### src/fpe_pkg.sv
/*
  Shared constants and types for the flash program/erase command
  sequencer: command codes, the state enumeration, the bus write
  carrier and the buffer word count limits.
  Assumes a 16-bit host data bus with one write strobe per cycle.
*/
package fpe_pkg;

  localparam int DATA_W = 16;
  localparam int CNT_W  = 5;
  localparam int PART_W = 3;

  localparam logic [7:0] CMD_READ_ARRAY  = 8'hFF;
  localparam logic [7:0] CMD_WORD_PROG_A = 8'h10;
  localparam logic [7:0] CMD_WORD_PROG_B = 8'h40;
  localparam logic [7:0] CMD_BUF_PROG    = 8'hE8;
  localparam logic [7:0] CMD_ERASE_SETUP = 8'h20;
  localparam logic [7:0] CMD_CONFIRM     = 8'hD0;
  localparam logic [7:0] CMD_SUSPEND     = 8'hB0;
  localparam logic [7:0] CMD_READ_STATUS = 8'h70;
  localparam logic [7:0] CMD_CLR_STATUS  = 8'h50;
  localparam logic [7:0] CMD_READ_ID     = 8'h90;
  localparam logic [7:0] CMD_QUERY       = 8'h98;

  localparam logic [1:0] RMODE_ARRAY  = 2'h0;
  localparam logic [1:0] RMODE_ID     = 2'h1;
  localparam logic [1:0] RMODE_QUERY  = 2'h2;
  localparam logic [1:0] RMODE_STATUS = 2'h3;

  typedef enum logic [4:0] {
    ST_READY,
    ST_BP_SETUP,
    ST_BP_LOAD1,
    ST_BP_LOAD2,
    ST_BP_CONFIRM,
    ST_BP_BUSY,
    ST_BP_SUSPEND,
    ST_ERASE_SETUP,
    ST_ERASE_BUSY,
    ST_ERASE_SUSPEND,
    ST_WP_SETUP_ES,
    ST_WP_BUSY_ES,
    ST_WP_SUSPEND_ES,
    ST_BP_SETUP_ES,
    ST_BP_LOAD1_ES,
    ST_BP_LOAD2_ES,
    ST_BP_CONFIRM_ES,
    ST_BP_BUSY_ES,
    ST_BP_SUSPEND_ES
  } fpe_state_type;

  typedef struct packed {
    logic [PART_W-1:0] part;
    logic [DATA_W-1:0] data;
  } fpe_write_type;

endpackage

### src/fpe_command_fsm.sv
/*
  Command next-state logic for buffered program and erase (a word program in ready is ignored),
  including the word and buffered program paths nested inside an
  erase suspend, and the per-partition read mode.
  Assumes bus writes arrive already synchronous to i_mclk as a one
  cycle strobe, and that o_op_start pulses are consumed by a write
  state machine which answers with i_op_done.
*/
// What this block does
// RULE1 - Load 2 repeats until the announced count loads
// RULE2 - Word program in erase suspend enters setup
// RULE3 - Next write is data, enters busy state
// RULE4 - Suspend during nested program suspends both operations
// RULE5 - Status, clear, ID writes keep nested busy
// RULE6 - Only one partition programs or erases
// RULE7 - Partition read modes persist, never steer state
// RULE8 - Buffered program starts only on confirm
`timescale 1ns/10ps

module fpe_command_fsm #(
  parameter int NUM_PART = 8
) (
  // Clock and reset
  input  wire logic                      i_mclk,
  input  wire logic                      i_arst_n,
  // Host bus write
  input  wire logic                      i_wr,
  input  wire fpe_pkg::fpe_write_type    i_wr_word,
  // Write state machine handshake
  input  wire logic                      i_op_done,
  // State and events
  output fpe_pkg::fpe_state_type         o_state,
  output logic                           o_op_start,
  output logic                           o_error,
  output logic [fpe_pkg::PART_W-1:0]     o_busy_part,
  output logic [2*NUM_PART-1:0]          o_read_mode
);

  fpe_pkg::fpe_state_type state;
  fpe_pkg::fpe_state_type next_state;
  logic [fpe_pkg::CNT_W-1:0] count;
  logic [fpe_pkg::CNT_W-1:0] next_count;
  logic [fpe_pkg::PART_W-1:0] busy_part;
  logic [2*NUM_PART-1:0] read_mode;
  logic op_start;
  logic error;
  logic next_start;
  logic next_error;

  wire logic [7:0] cmd = i_wr_word.data[7:0];
  wire logic is_wp   = cmd == fpe_pkg::CMD_WORD_PROG_A ||
                       cmd == fpe_pkg::CMD_WORD_PROG_B;
  wire logic is_bp   = cmd == fpe_pkg::CMD_BUF_PROG;
  wire logic is_conf = cmd == fpe_pkg::CMD_CONFIRM;
  wire logic is_susp = cmd == fpe_pkg::CMD_SUSPEND;
  wire logic is_ers  = cmd == fpe_pkg::CMD_ERASE_SETUP;
  wire logic load_last = count == '0;
  // Words written while a load or program is collecting data can hold
  // any pattern, so they must never be taken as read mode commands.
  wire logic is_data = state inside {fpe_pkg::ST_BP_SETUP,
                                     fpe_pkg::ST_BP_LOAD1,
                                     fpe_pkg::ST_BP_LOAD2,
                                     fpe_pkg::ST_WP_SETUP_ES,
                                     fpe_pkg::ST_BP_SETUP_ES,
                                     fpe_pkg::ST_BP_LOAD1_ES,
                                     fpe_pkg::ST_BP_LOAD2_ES};

  // Read mode a command selects; keeps the old mode for other codes.
  function automatic logic [1:0] mode_of(input logic [7:0] c,
                                         input logic [1:0] old);
    case (c)
      fpe_pkg::CMD_READ_ARRAY:  mode_of = fpe_pkg::RMODE_ARRAY;
      fpe_pkg::CMD_READ_ID:     mode_of = fpe_pkg::RMODE_ID;
      fpe_pkg::CMD_QUERY:       mode_of = fpe_pkg::RMODE_QUERY;
      fpe_pkg::CMD_READ_STATUS: mode_of = fpe_pkg::RMODE_STATUS;
      default:                  mode_of = old;
    endcase
  endfunction

  always_comb
  begin
    next_state = state;
    next_count = count;
    next_start = 1'b0;
    next_error = 1'b0;
    if (i_wr)
    begin
      case (state)
        fpe_pkg::ST_READY:
        begin
          if (is_wp)
            next_state = fpe_pkg::ST_READY;
          else if (is_bp)
            next_state = fpe_pkg::ST_BP_SETUP;
          else if (is_ers)
            next_state = fpe_pkg::ST_ERASE_SETUP;
        end
        fpe_pkg::ST_BP_SETUP:
          next_state = fpe_pkg::ST_BP_LOAD1;
        fpe_pkg::ST_BP_SETUP_ES:
          next_state = fpe_pkg::ST_BP_LOAD1_ES;
        fpe_pkg::ST_BP_LOAD1, fpe_pkg::ST_BP_LOAD1_ES:
        begin
          // The word count is written as N-1, so zero means one word.
          next_count = i_wr_word.data[fpe_pkg::CNT_W-1:0];
          next_state = (state == fpe_pkg::ST_BP_LOAD1) ?
                       fpe_pkg::ST_BP_LOAD2 : fpe_pkg::ST_BP_LOAD2_ES;
        end
        fpe_pkg::ST_BP_LOAD2, fpe_pkg::ST_BP_LOAD2_ES:
        begin
          if (load_last) // [RULE1]
            next_state = (state == fpe_pkg::ST_BP_LOAD2) ?
                         fpe_pkg::ST_BP_CONFIRM : fpe_pkg::ST_BP_CONFIRM_ES;
          else
            next_count = count - 1'b1; // [RULE1]
        end
        fpe_pkg::ST_BP_CONFIRM:
        begin
          next_start = is_conf; // [RULE8]
          next_error = !is_conf;
          next_state = is_conf ? fpe_pkg::ST_BP_BUSY : fpe_pkg::ST_READY;
        end
        fpe_pkg::ST_BP_CONFIRM_ES:
        begin
          next_start = is_conf; // [RULE8]
          next_error = !is_conf;
          next_state = is_conf ? fpe_pkg::ST_BP_BUSY_ES
                               : fpe_pkg::ST_ERASE_SUSPEND;
        end
        fpe_pkg::ST_BP_BUSY:
          if (is_susp)
            next_state = fpe_pkg::ST_BP_SUSPEND;
        fpe_pkg::ST_BP_SUSPEND:
          if (is_conf)
            next_state = fpe_pkg::ST_BP_BUSY;
        fpe_pkg::ST_BP_BUSY_ES:
          if (is_susp)
            next_state = fpe_pkg::ST_BP_SUSPEND_ES;
        fpe_pkg::ST_BP_SUSPEND_ES:
          if (is_conf)
            next_state = fpe_pkg::ST_BP_BUSY_ES;
        fpe_pkg::ST_ERASE_SETUP:
        begin
          next_start = is_conf;
          next_error = !is_conf;
          next_state = is_conf ? fpe_pkg::ST_ERASE_BUSY : fpe_pkg::ST_READY;
        end
        fpe_pkg::ST_ERASE_BUSY:
          if (is_susp)
            next_state = fpe_pkg::ST_ERASE_SUSPEND;
        fpe_pkg::ST_ERASE_SUSPEND:
        begin
          if (is_wp)
            next_state = fpe_pkg::ST_WP_SETUP_ES; // [RULE2]
          else if (is_bp)
            next_state = fpe_pkg::ST_BP_SETUP_ES;
          else if (is_conf)
            next_state = fpe_pkg::ST_ERASE_BUSY;
        end
        fpe_pkg::ST_WP_SETUP_ES:
        begin
          next_start = 1'b1; // [RULE3]
          next_state = fpe_pkg::ST_WP_BUSY_ES; // [RULE3]
        end
        fpe_pkg::ST_WP_BUSY_ES:
          // Every other code, status, clear and query included, stays.
          if (is_susp)
            next_state = fpe_pkg::ST_WP_SUSPEND_ES; // [RULE4] [RULE5]
        fpe_pkg::ST_WP_SUSPEND_ES:
          if (is_conf)
            next_state = fpe_pkg::ST_WP_BUSY_ES;
        default:
          next_state = fpe_pkg::ST_READY;
      endcase
    end
    else if (i_op_done)
    begin
      case (state)
        fpe_pkg::ST_BP_BUSY, fpe_pkg::ST_ERASE_BUSY:
          next_state = fpe_pkg::ST_READY;
        fpe_pkg::ST_WP_BUSY_ES, fpe_pkg::ST_BP_BUSY_ES:
          next_state = fpe_pkg::ST_ERASE_SUSPEND;
        default:
          next_state = state;
      endcase
    end
  end

  // Read modes are kept apart from the state machine on purpose.
  always_ff @(posedge i_mclk or negedge i_arst_n)
  begin
    if (!i_arst_n)
      read_mode <= '0;
    else if (i_wr && !is_data) // [RULE7]
      for (int p = 0; p < NUM_PART; p++)
        if (i_wr_word.part == fpe_pkg::PART_W'(p))
          read_mode[2*p +: 2] <= mode_of(cmd, read_mode[2*p +: 2]); // [RULE7]
  end

  always_ff @(posedge i_mclk or negedge i_arst_n)
  begin
    if (!i_arst_n)
    begin
      state     <= fpe_pkg::ST_READY;
      count     <= '0;
      op_start  <= 1'b0;
      error     <= 1'b0;
      busy_part <= '0;
    end
    else
    begin
      state    <= next_state;
      count    <= next_count;
      op_start <= next_start;
      error    <= next_error;
      // One owner at a time: the partition latched at the start holds
      // until a new start, which can only follow completion or suspend.
      if (next_start)
        busy_part <= i_wr_word.part; // [RULE6]
    end
  end

  assign o_state     = state;
  assign o_op_start  = op_start;
  assign o_error     = error;
  assign o_busy_part = busy_part;
  assign o_read_mode = read_mode;

endmodule

### config.mk
export PLATFORM = sky130hd
export DESIGN_NAME = fpe_command_fsm
export DESIGN_NICKNAME = d
export VERILOG_FILES = /design/src/fpe_pkg.sv /design/src/fpe_command_fsm.sv
export SDC_FILE = /design/constraint.sdc
export NUM_CORES = 1
export LEC_CHECK = 0
export ABC_AREA = 1
export BUFFER_PORTS_ARGS = -buffer_cell sky130_fd_sc_hd__buf_2
export CORE_MARGIN = 5
export CORE_UTILIZATION = 40
export DETAILED_ROUTE_END_ITERATION = 8
export PLACE_DENSITY = 0.69
export SYNTH_ARGS = -nofsm -noshare
export SYNTH_HDL_FRONTEND = slang
export SYNTH_SLANG_ARGS = --single-unit
export TNS_END_PERCENT = 1
### constraint.sdc
create_clock -name i_mclk -period 2.88 [get_ports i_mclk]
set_input_delay 0.576 -clock i_mclk [delete_from_list [all_inputs] [get_ports i_mclk]]
set_output_delay 0.576 -clock i_mclk [all_outputs]
set_load 0.05 [all_outputs]
### Word-level counts from Yosys, hierarchy flattened

Index checks and enable logic that the tools add are counted.

* bits in registers: 31
* latch bits: 0
* memory bits (writable): 0
* memory bits (read-only): 0
* bits of input ports: 23
* output and inout bits: 26
* word-level logic and storage cells: 117
* memories kept: 0

* add/subtract/negate cells: 1
* multiply operators: 0
* div/mod/pow operators: 0
* $lt $le $gt $ge: 0
* equality and inequality tests: 46
* shift-type cells: 0
* mux-type cells: 30
* bitwise logic cells: 0
* reductions and logical operators: 27

Operators by type and width (number)
* two-way mux 5 bit: 19
* one-hot mux 5 bit (17 select lines): 1
* == test 8 bit, second input constant: 6
* == test 5 x 4 -> 1 bit, second input constant: 8
* AND reduction 3 bit: 9
* inequality test 3 bit, second input constant: 8
* == test 5 x 3 -> 1 bit, second input constant: 4
* one-hot mux 5 bit (2 select lines): 2
* == test 8 x 7 -> 1 bit, second input constant: 2
* == test 5 bit, second input constant: 3
* == test 3 bit, second input constant: 4
* AND reduction 12 bit: 1
* == test 5 x 2 -> 1 bit, second input constant: 2
* logical NOT 5 bit: 2
* inequality test 5 bit, second input constant: 2
* == test 8 x 5 -> 1 bit, second input constant: 1
* == test 8 x 6 -> 1 bit, second input constant: 1
* two-way mux 4 bit: 2
* one-hot mux 2 bit (4 select lines): 1
* OR reduction 2 bit: 4
* nonzero test 7 bit: 1
* == test 3 x 2 -> 1 bit, second input constant: 2
* == test 5 x 1 -> 1 bit, second input constant: 1
* subtractor 5 x 1 -> 5 bit, second input constant: 1
* other kinds (13): 17

### Logic depth before layout (Yosys ltp)

* depth after elaboration: 6
* mapped depth: 12
* depth with buffers taken out: 12

### Worst setup path after synthesis

Ideal clock, no wire load.

* kind: reg-to-reg
* start point: register state[3] (netlist: o_state[3])
* end point: register read_mode[0] (netlist: o_read_mode[0])
* library setup time: 0.119 ns
* arrival: 1.805 ns
* data required time: 2.761 ns
* setup slack: 0.956 ns
* stages on the path, launching flop included: 12
* buffers on the path: 2
* clock period less this slack: 1.924 ns
* cells stage by stage: dfrtp_1 -> buf_4 -> inv_1 -> nand2_1 -> nor2_1 -> nand2_1 -> o21ai_0 -> nor3_4 -> buf_6 -> nand3_2 -> nand2_1 -> nand2_1

* longest elaborated chain between the ends: 5
* elaborated cells between the ends (all ways): 11
* those cells by class: eq/ne (7); reduce/logical (4)

RTL lines
* start, declared: line fpe_command_fsm.sv:39 `fpe_pkg::fpe_state_type state;`
* start signal, assigned: line fpe_command_fsm.sv:204 `state <= fpe_pkg::ST_READY;`
* start signal, assigned: line fpe_command_fsm.sv:212 `state <= next_state;`
* == test 5 x 1 -> 1 bit, or another cell as far along: line fpe_command_fsm.sv:60 `wire logic is_data = state inside {fpe_pkg::ST_BP_SETUP,`
* nonzero test 7 bit *: line fpe_command_fsm.sv:60
* logical NOT 1 bit *: line fpe_command_fsm.sv:194 `else if (i_wr && !is_data)`
* logical AND 1 bit *: line fpe_command_fsm.sv:194
* AND reduction 3 bit (no line) *
* end signal, assigned by index: line fpe_command_fsm.sv:197 `read_mode[2*p +: 2] <= mode_of(cmd, read_mode[2*p +: 2]);`
* end, declared: line fpe_command_fsm.sv:44 `logic [2*NUM_PART-1:0] read_mode;`

Mark *: on every way between the ends. The rest lies on a longest branch, timed or not.
A chain may end at the register's enable or synchronous reset.

### Worst setup path after layout

* start point: register state[2] (netlist: o_state[2])
* end point: register read_mode[13] (netlist: o_read_mode[13])

The elaborated chain is that of the path after synthesis.

==> results by stage <==
Timing:
- The tightest slew margin relative to the limit is 0.547.
- The clock skew is 0.00761 ns.
- Timing would allow up to 516 MHz.
- For the pin with the worst max-slew slack, the measured transition is 0.680 ns.
- The post-route minimum period is 1.94 ns.
- Setup repair after global routing left no endpoint under its margin.
- The final count of hold timing violations was 0.
- The count of final setup violators is 0.
- The count of final max-slew check failures was 0.
- The part of the cycle the worst path needs is 0.672.
- The total negative slack is 0 ns.

Setup path:
- Measured in cells, the most critical reg-to-reg path has a length of 9.
- STA classifies the critical path endpoint as a register.
- The endpoint arrival time on the critical path is 2.11 ns.
- The reg-to-reg startpoint is o_state[2].
- The internal reg-to-reg setup slack is 0.94 ns.
- The startpoint class of the critical path is a register.
- Data on the critical path is required at its endpoint by 3.05 ns.
- In this run the critical register-to-register path is captured at o_read_mode[13].
- The maximum fanout along the worst path is 24.
- The critical path class is reg2reg.

Floorplan:
- The floorplan row count is 27.
- The core outline area is 5470 um^2.
- The die area is 7220 um^2.
- The vertical die dimension is 85.0 um.
- From left edge to right edge, the die measures 85.0 um.
- The initial utilization of the core area, before any placement, comes to 0.411.
- The number of top-level design ports is 49.

Pwr:
- Summed over all cells, the static leakage comes to 0.00146 uW.
- The power per cell area is 730 nW/um^2.
- IR analysis of the VDD net gives a maximum drop of 0.408 mV.

Layout:
- The cell area after layout is 2580 um^2.
- The end-of-flow core utilization is 0.471.
- Of the cells placed in the final design, the portion with a size suffix greater than 1 is 0.183.
- Leaving out fill and tap cells, the most frequent cells in the layout are sky130_fd_sc_hd__nand2_1 (118), sky130_fd_sc_hd__nor2_1 (58), sky130_fd_sc_hd__buf_2 (40).
- The number of antenna diodes is 0.
- The net count of the finished layout is 408.
- Fill cells in the final layout number 591.
- Relative to the synthesized area, the layout overhead comes to 14.6%.
- Leaving out fill and tap cells, the most frequent cell in the layout is sky130_fd_sc_hd__nand2_1.

CTS:
- The root buffer selected by CTS is sky130_fd_sc_hd__clkbuf_8.
- The clock-pin transition on the worst setup and hold timing paths is 0.06 ns.
- The H-tree was split into 2 levels.
- The post-CTS setup-driven buffer insertion count is 0.
- Hold repair after CTS inserted 0 buffers.
- The number of instances resized during post-cts repair is 0.
- Counting along the longest clock path gives a buffer depth of 2.
- For the worst-skew pair, the clock arrives at the later sink with an insertion delay of 0.28 ns.
- The clock drives 31 sinks.
- TritonCTS built the clock tree.
- The TritonCTS buffer count is 5.

GRT:
- For this run, the total global-route usage over all layers was measured as 0.155.
- The wire length of the first global-routing pass is 9320 um.
- The initial antenna violation count was 0.
- The via count of the first global-routing pass is 2036.
- The maximum number of pins on one net before global-route repair is 32.
- For this run the aggregate overflow at the end of global routing stands at 0.

Synth:
- Averaged over all synthesized cells, the footprint is 6.59 um^2.
- The number of cells produced by synthesis is 341.
- The number of synthesized register bits is 31.
- After synthesis, the cell types taking the most area are sky130_fd_sc_hd__dfrtp_1 (35%), sky130_fd_sc_hd__nand2_1 (20%), sky130_fd_sc_hd__nor2_1 (9.7%), sky130_fd_sc_hd__nand4_1 (6.1%), sky130_fd_sc_hd__nand3_1 (5.8%).
- The number of distinct library cell variants in the gate-level netlist after synthesis is 26.
- For this run, the number of Yosys warnings is 0.
- The post-synthesis net count is 366.
- sky130_fd_sc_hd__dfrtp_1 takes more of the synthesized area than any other cell.
- Summing every instance area after synthesis gives 2250 um^2.
- Of the post-synthesis cell area, the dominant cell type holds 0.345.
- The sequential area share after synthesis is 0.345.

Placed design:
- The congestion estimate from routability-driven global placement came to 0.923.
- The placed wire-length estimate after detailed placement is 4260 um.
- The placed instance area is 2490 um^2.
- Input and output buffers added on the ports amount to 40.

Routing:
- The iteration-0 DRC count of the detailed router is 137.
- The detail route stage leaves a number of antenna-violating nets equal to 0.
- The wire length per cell is 11.9 um.
- The number of vias per cell is 4.96.
- The first detailed-routing pass took 4 iterations.
- The post-detailed-route DRC marker count is 0.
- The detailed-route via count is 2258.
- The wire length after detailed routing is 5400 um.

Run:
- The max-capacitance violation count is 0.

Hold path:
- The path class of the lowest-slack min-delay path is in2async.

Run status:
- The flow ran to the end, and the final reports show no timing, DRC or antenna violations.
## critical path: stages, from the launching register on
cell                      delay [ns]
sky130_fd_sc_hd__dfrtp_1        0.56
sky130_fd_sc_hd__nor2_4         0.09
sky130_fd_sc_hd__o21ai_2        0.14
sky130_fd_sc_hd__buf_4          0.20
sky130_fd_sc_hd__nand2_1        0.10
sky130_fd_sc_hd__nor3_4         0.16
sky130_fd_sc_hd__buf_4          0.28
sky130_fd_sc_hd__nand3_1        0.16
sky130_fd_sc_hd__nand2_1        0.10
sky130_fd_sc_hd__nand2_1        0.04
## report_power, final
group | internal, uW | total, uW | switching [uW]
Sequential | 514 | 598 | 84.5
Clock | 187 | 344 | 156
Combinational | 280 | 940 | 660
Total | 981 | 1880 | 901
## state kept, by name, summed over array words and instances (netlist names)
| signal | count |
|---|---|
| count | 5 |
| o_busy_part | 3 |
| o_error | 1 |
| o_op_start | 1 |
| o_read_mode | 16 |
| o_state | 5 |
## routing by layer
layer | share of wire | routed length [um] | global-route usage | vias up
li1 | - | - | - | 1183
met2 | 0.45 | 2430 | 0.242 | 62
met3 | 0.062 | 335 | 0.0340 | 9
met5 | 0 | 0 | 0 | -
met4 | 0.013 | 69 | 0.0489 | 0
met1 | 0.47 | 2570 | 0.214 | 1004
## worst max path at each step
stage / endpoint / cells after the start / from / slack [ns]
after detailed placement: o_read_mode[13] / 9 / i_wr_word[0] / 0.69
after global routing: o_read_mode[13] / 10 / o_state[0] / 0.76
after floorplan: o_read_mode[0] / 11 / o_state[3] / 0.96
after global placement: o_read_mode[12] / 9 / i_wr_word[0] / 0.80
final: o_read_mode[13] / 9 / o_state[2] / 0.94
after CTS: o_read_mode[13] / 9 / o_state[2] / 0.92
## synthesized netlist by cell type
library cell	instances
sky130_fd_sc_hd__nand3_2	6
sky130_fd_sc_hd__nand3_1	26
sky130_fd_sc_hd__buf_4	3
sky130_fd_sc_hd__dfrtp_1	31
sky130_fd_sc_hd__o21ai_2	2
sky130_fd_sc_hd__o21ai_0	12
sky130_fd_sc_hd__o22ai_4	1
sky130_fd_sc_hd__nor2_4	2
sky130_fd_sc_hd__nand4_2	1
sky130_fd_sc_hd__xor2_1	2
sky130_fd_sc_hd__nor2_2	2
sky130_fd_sc_hd__inv_2	3
sky130_fd_sc_hd__ha_1	2
sky130_fd_sc_hd__nand2_2	2
sky130_fd_sc_hd__o21a_1	2
sky130_fd_sc_hd__xnor2_1	1
sky130_fd_sc_hd__nor3_4	1
sky130_fd_sc_hd__nor3_1	1
sky130_fd_sc_hd__nand4_1	22
sky130_fd_sc_hd__buf_6	4
sky130_fd_sc_hd__clkbuf_1	1
sky130_fd_sc_hd__a21oi_1	8
sky130_fd_sc_hd__nor2_1	58
sky130_fd_sc_hd__nand2_1	118
sky130_fd_sc_hd__inv_1	29
sky130_fd_sc_hd__nand2b_1	1
## stage by stage
| stage | cells | hold slack (ns) | setup slack (ns) | total power [uW] |
|---|---|---|---|---|
| 6_report | 455 | 0.333 | 0.944 | 1880 |
| 5_1_grt | 455 | 0.388 | 0.763 | 2040 |
| 4_1_cts | 455 | 0.348 | 0.922 | 1890 |
| 3_5_place_dp | 448 | 0.457 | 0.694 | 1540 |
| 3_3_place_gp | 448 | 0.453 | 0.799 | 1530 |
| 2_1_floorplan | 341 | 0.280 | 0.956 | 1350 |
## cells by family (layout without fill, tap and decap cells)
group                      after synthesis  count (layout)  share of synthesized area
and+or+nand+nor                        240             240                      0.479
buffers and inverters                   40              82                     0.0852
DFF                                     31              31                      0.345
AOI/OAI and AO/OA                       25              25                     0.0679
xor gates and xnor gates                 3               3                     0.0117
adders and majority gates                2               2                     0.0111
## area by class of cell
class / count / area [um^2] / share of cell area
inverters: 32 / 120 / 0.0466
clock buffers: 6 / 82.6 / 0.0321
repair buffers: 43 / 223 / 0.0864
clock inverters: 1 / 5.00 / 0.00194
well taps: 72 / 90.1 / 0.0350
multi-input cells: 270 / 1280 / 0.497
flip-flops and latches: 31 / 776 / 0.301
(Power assumes the default switching activity.)
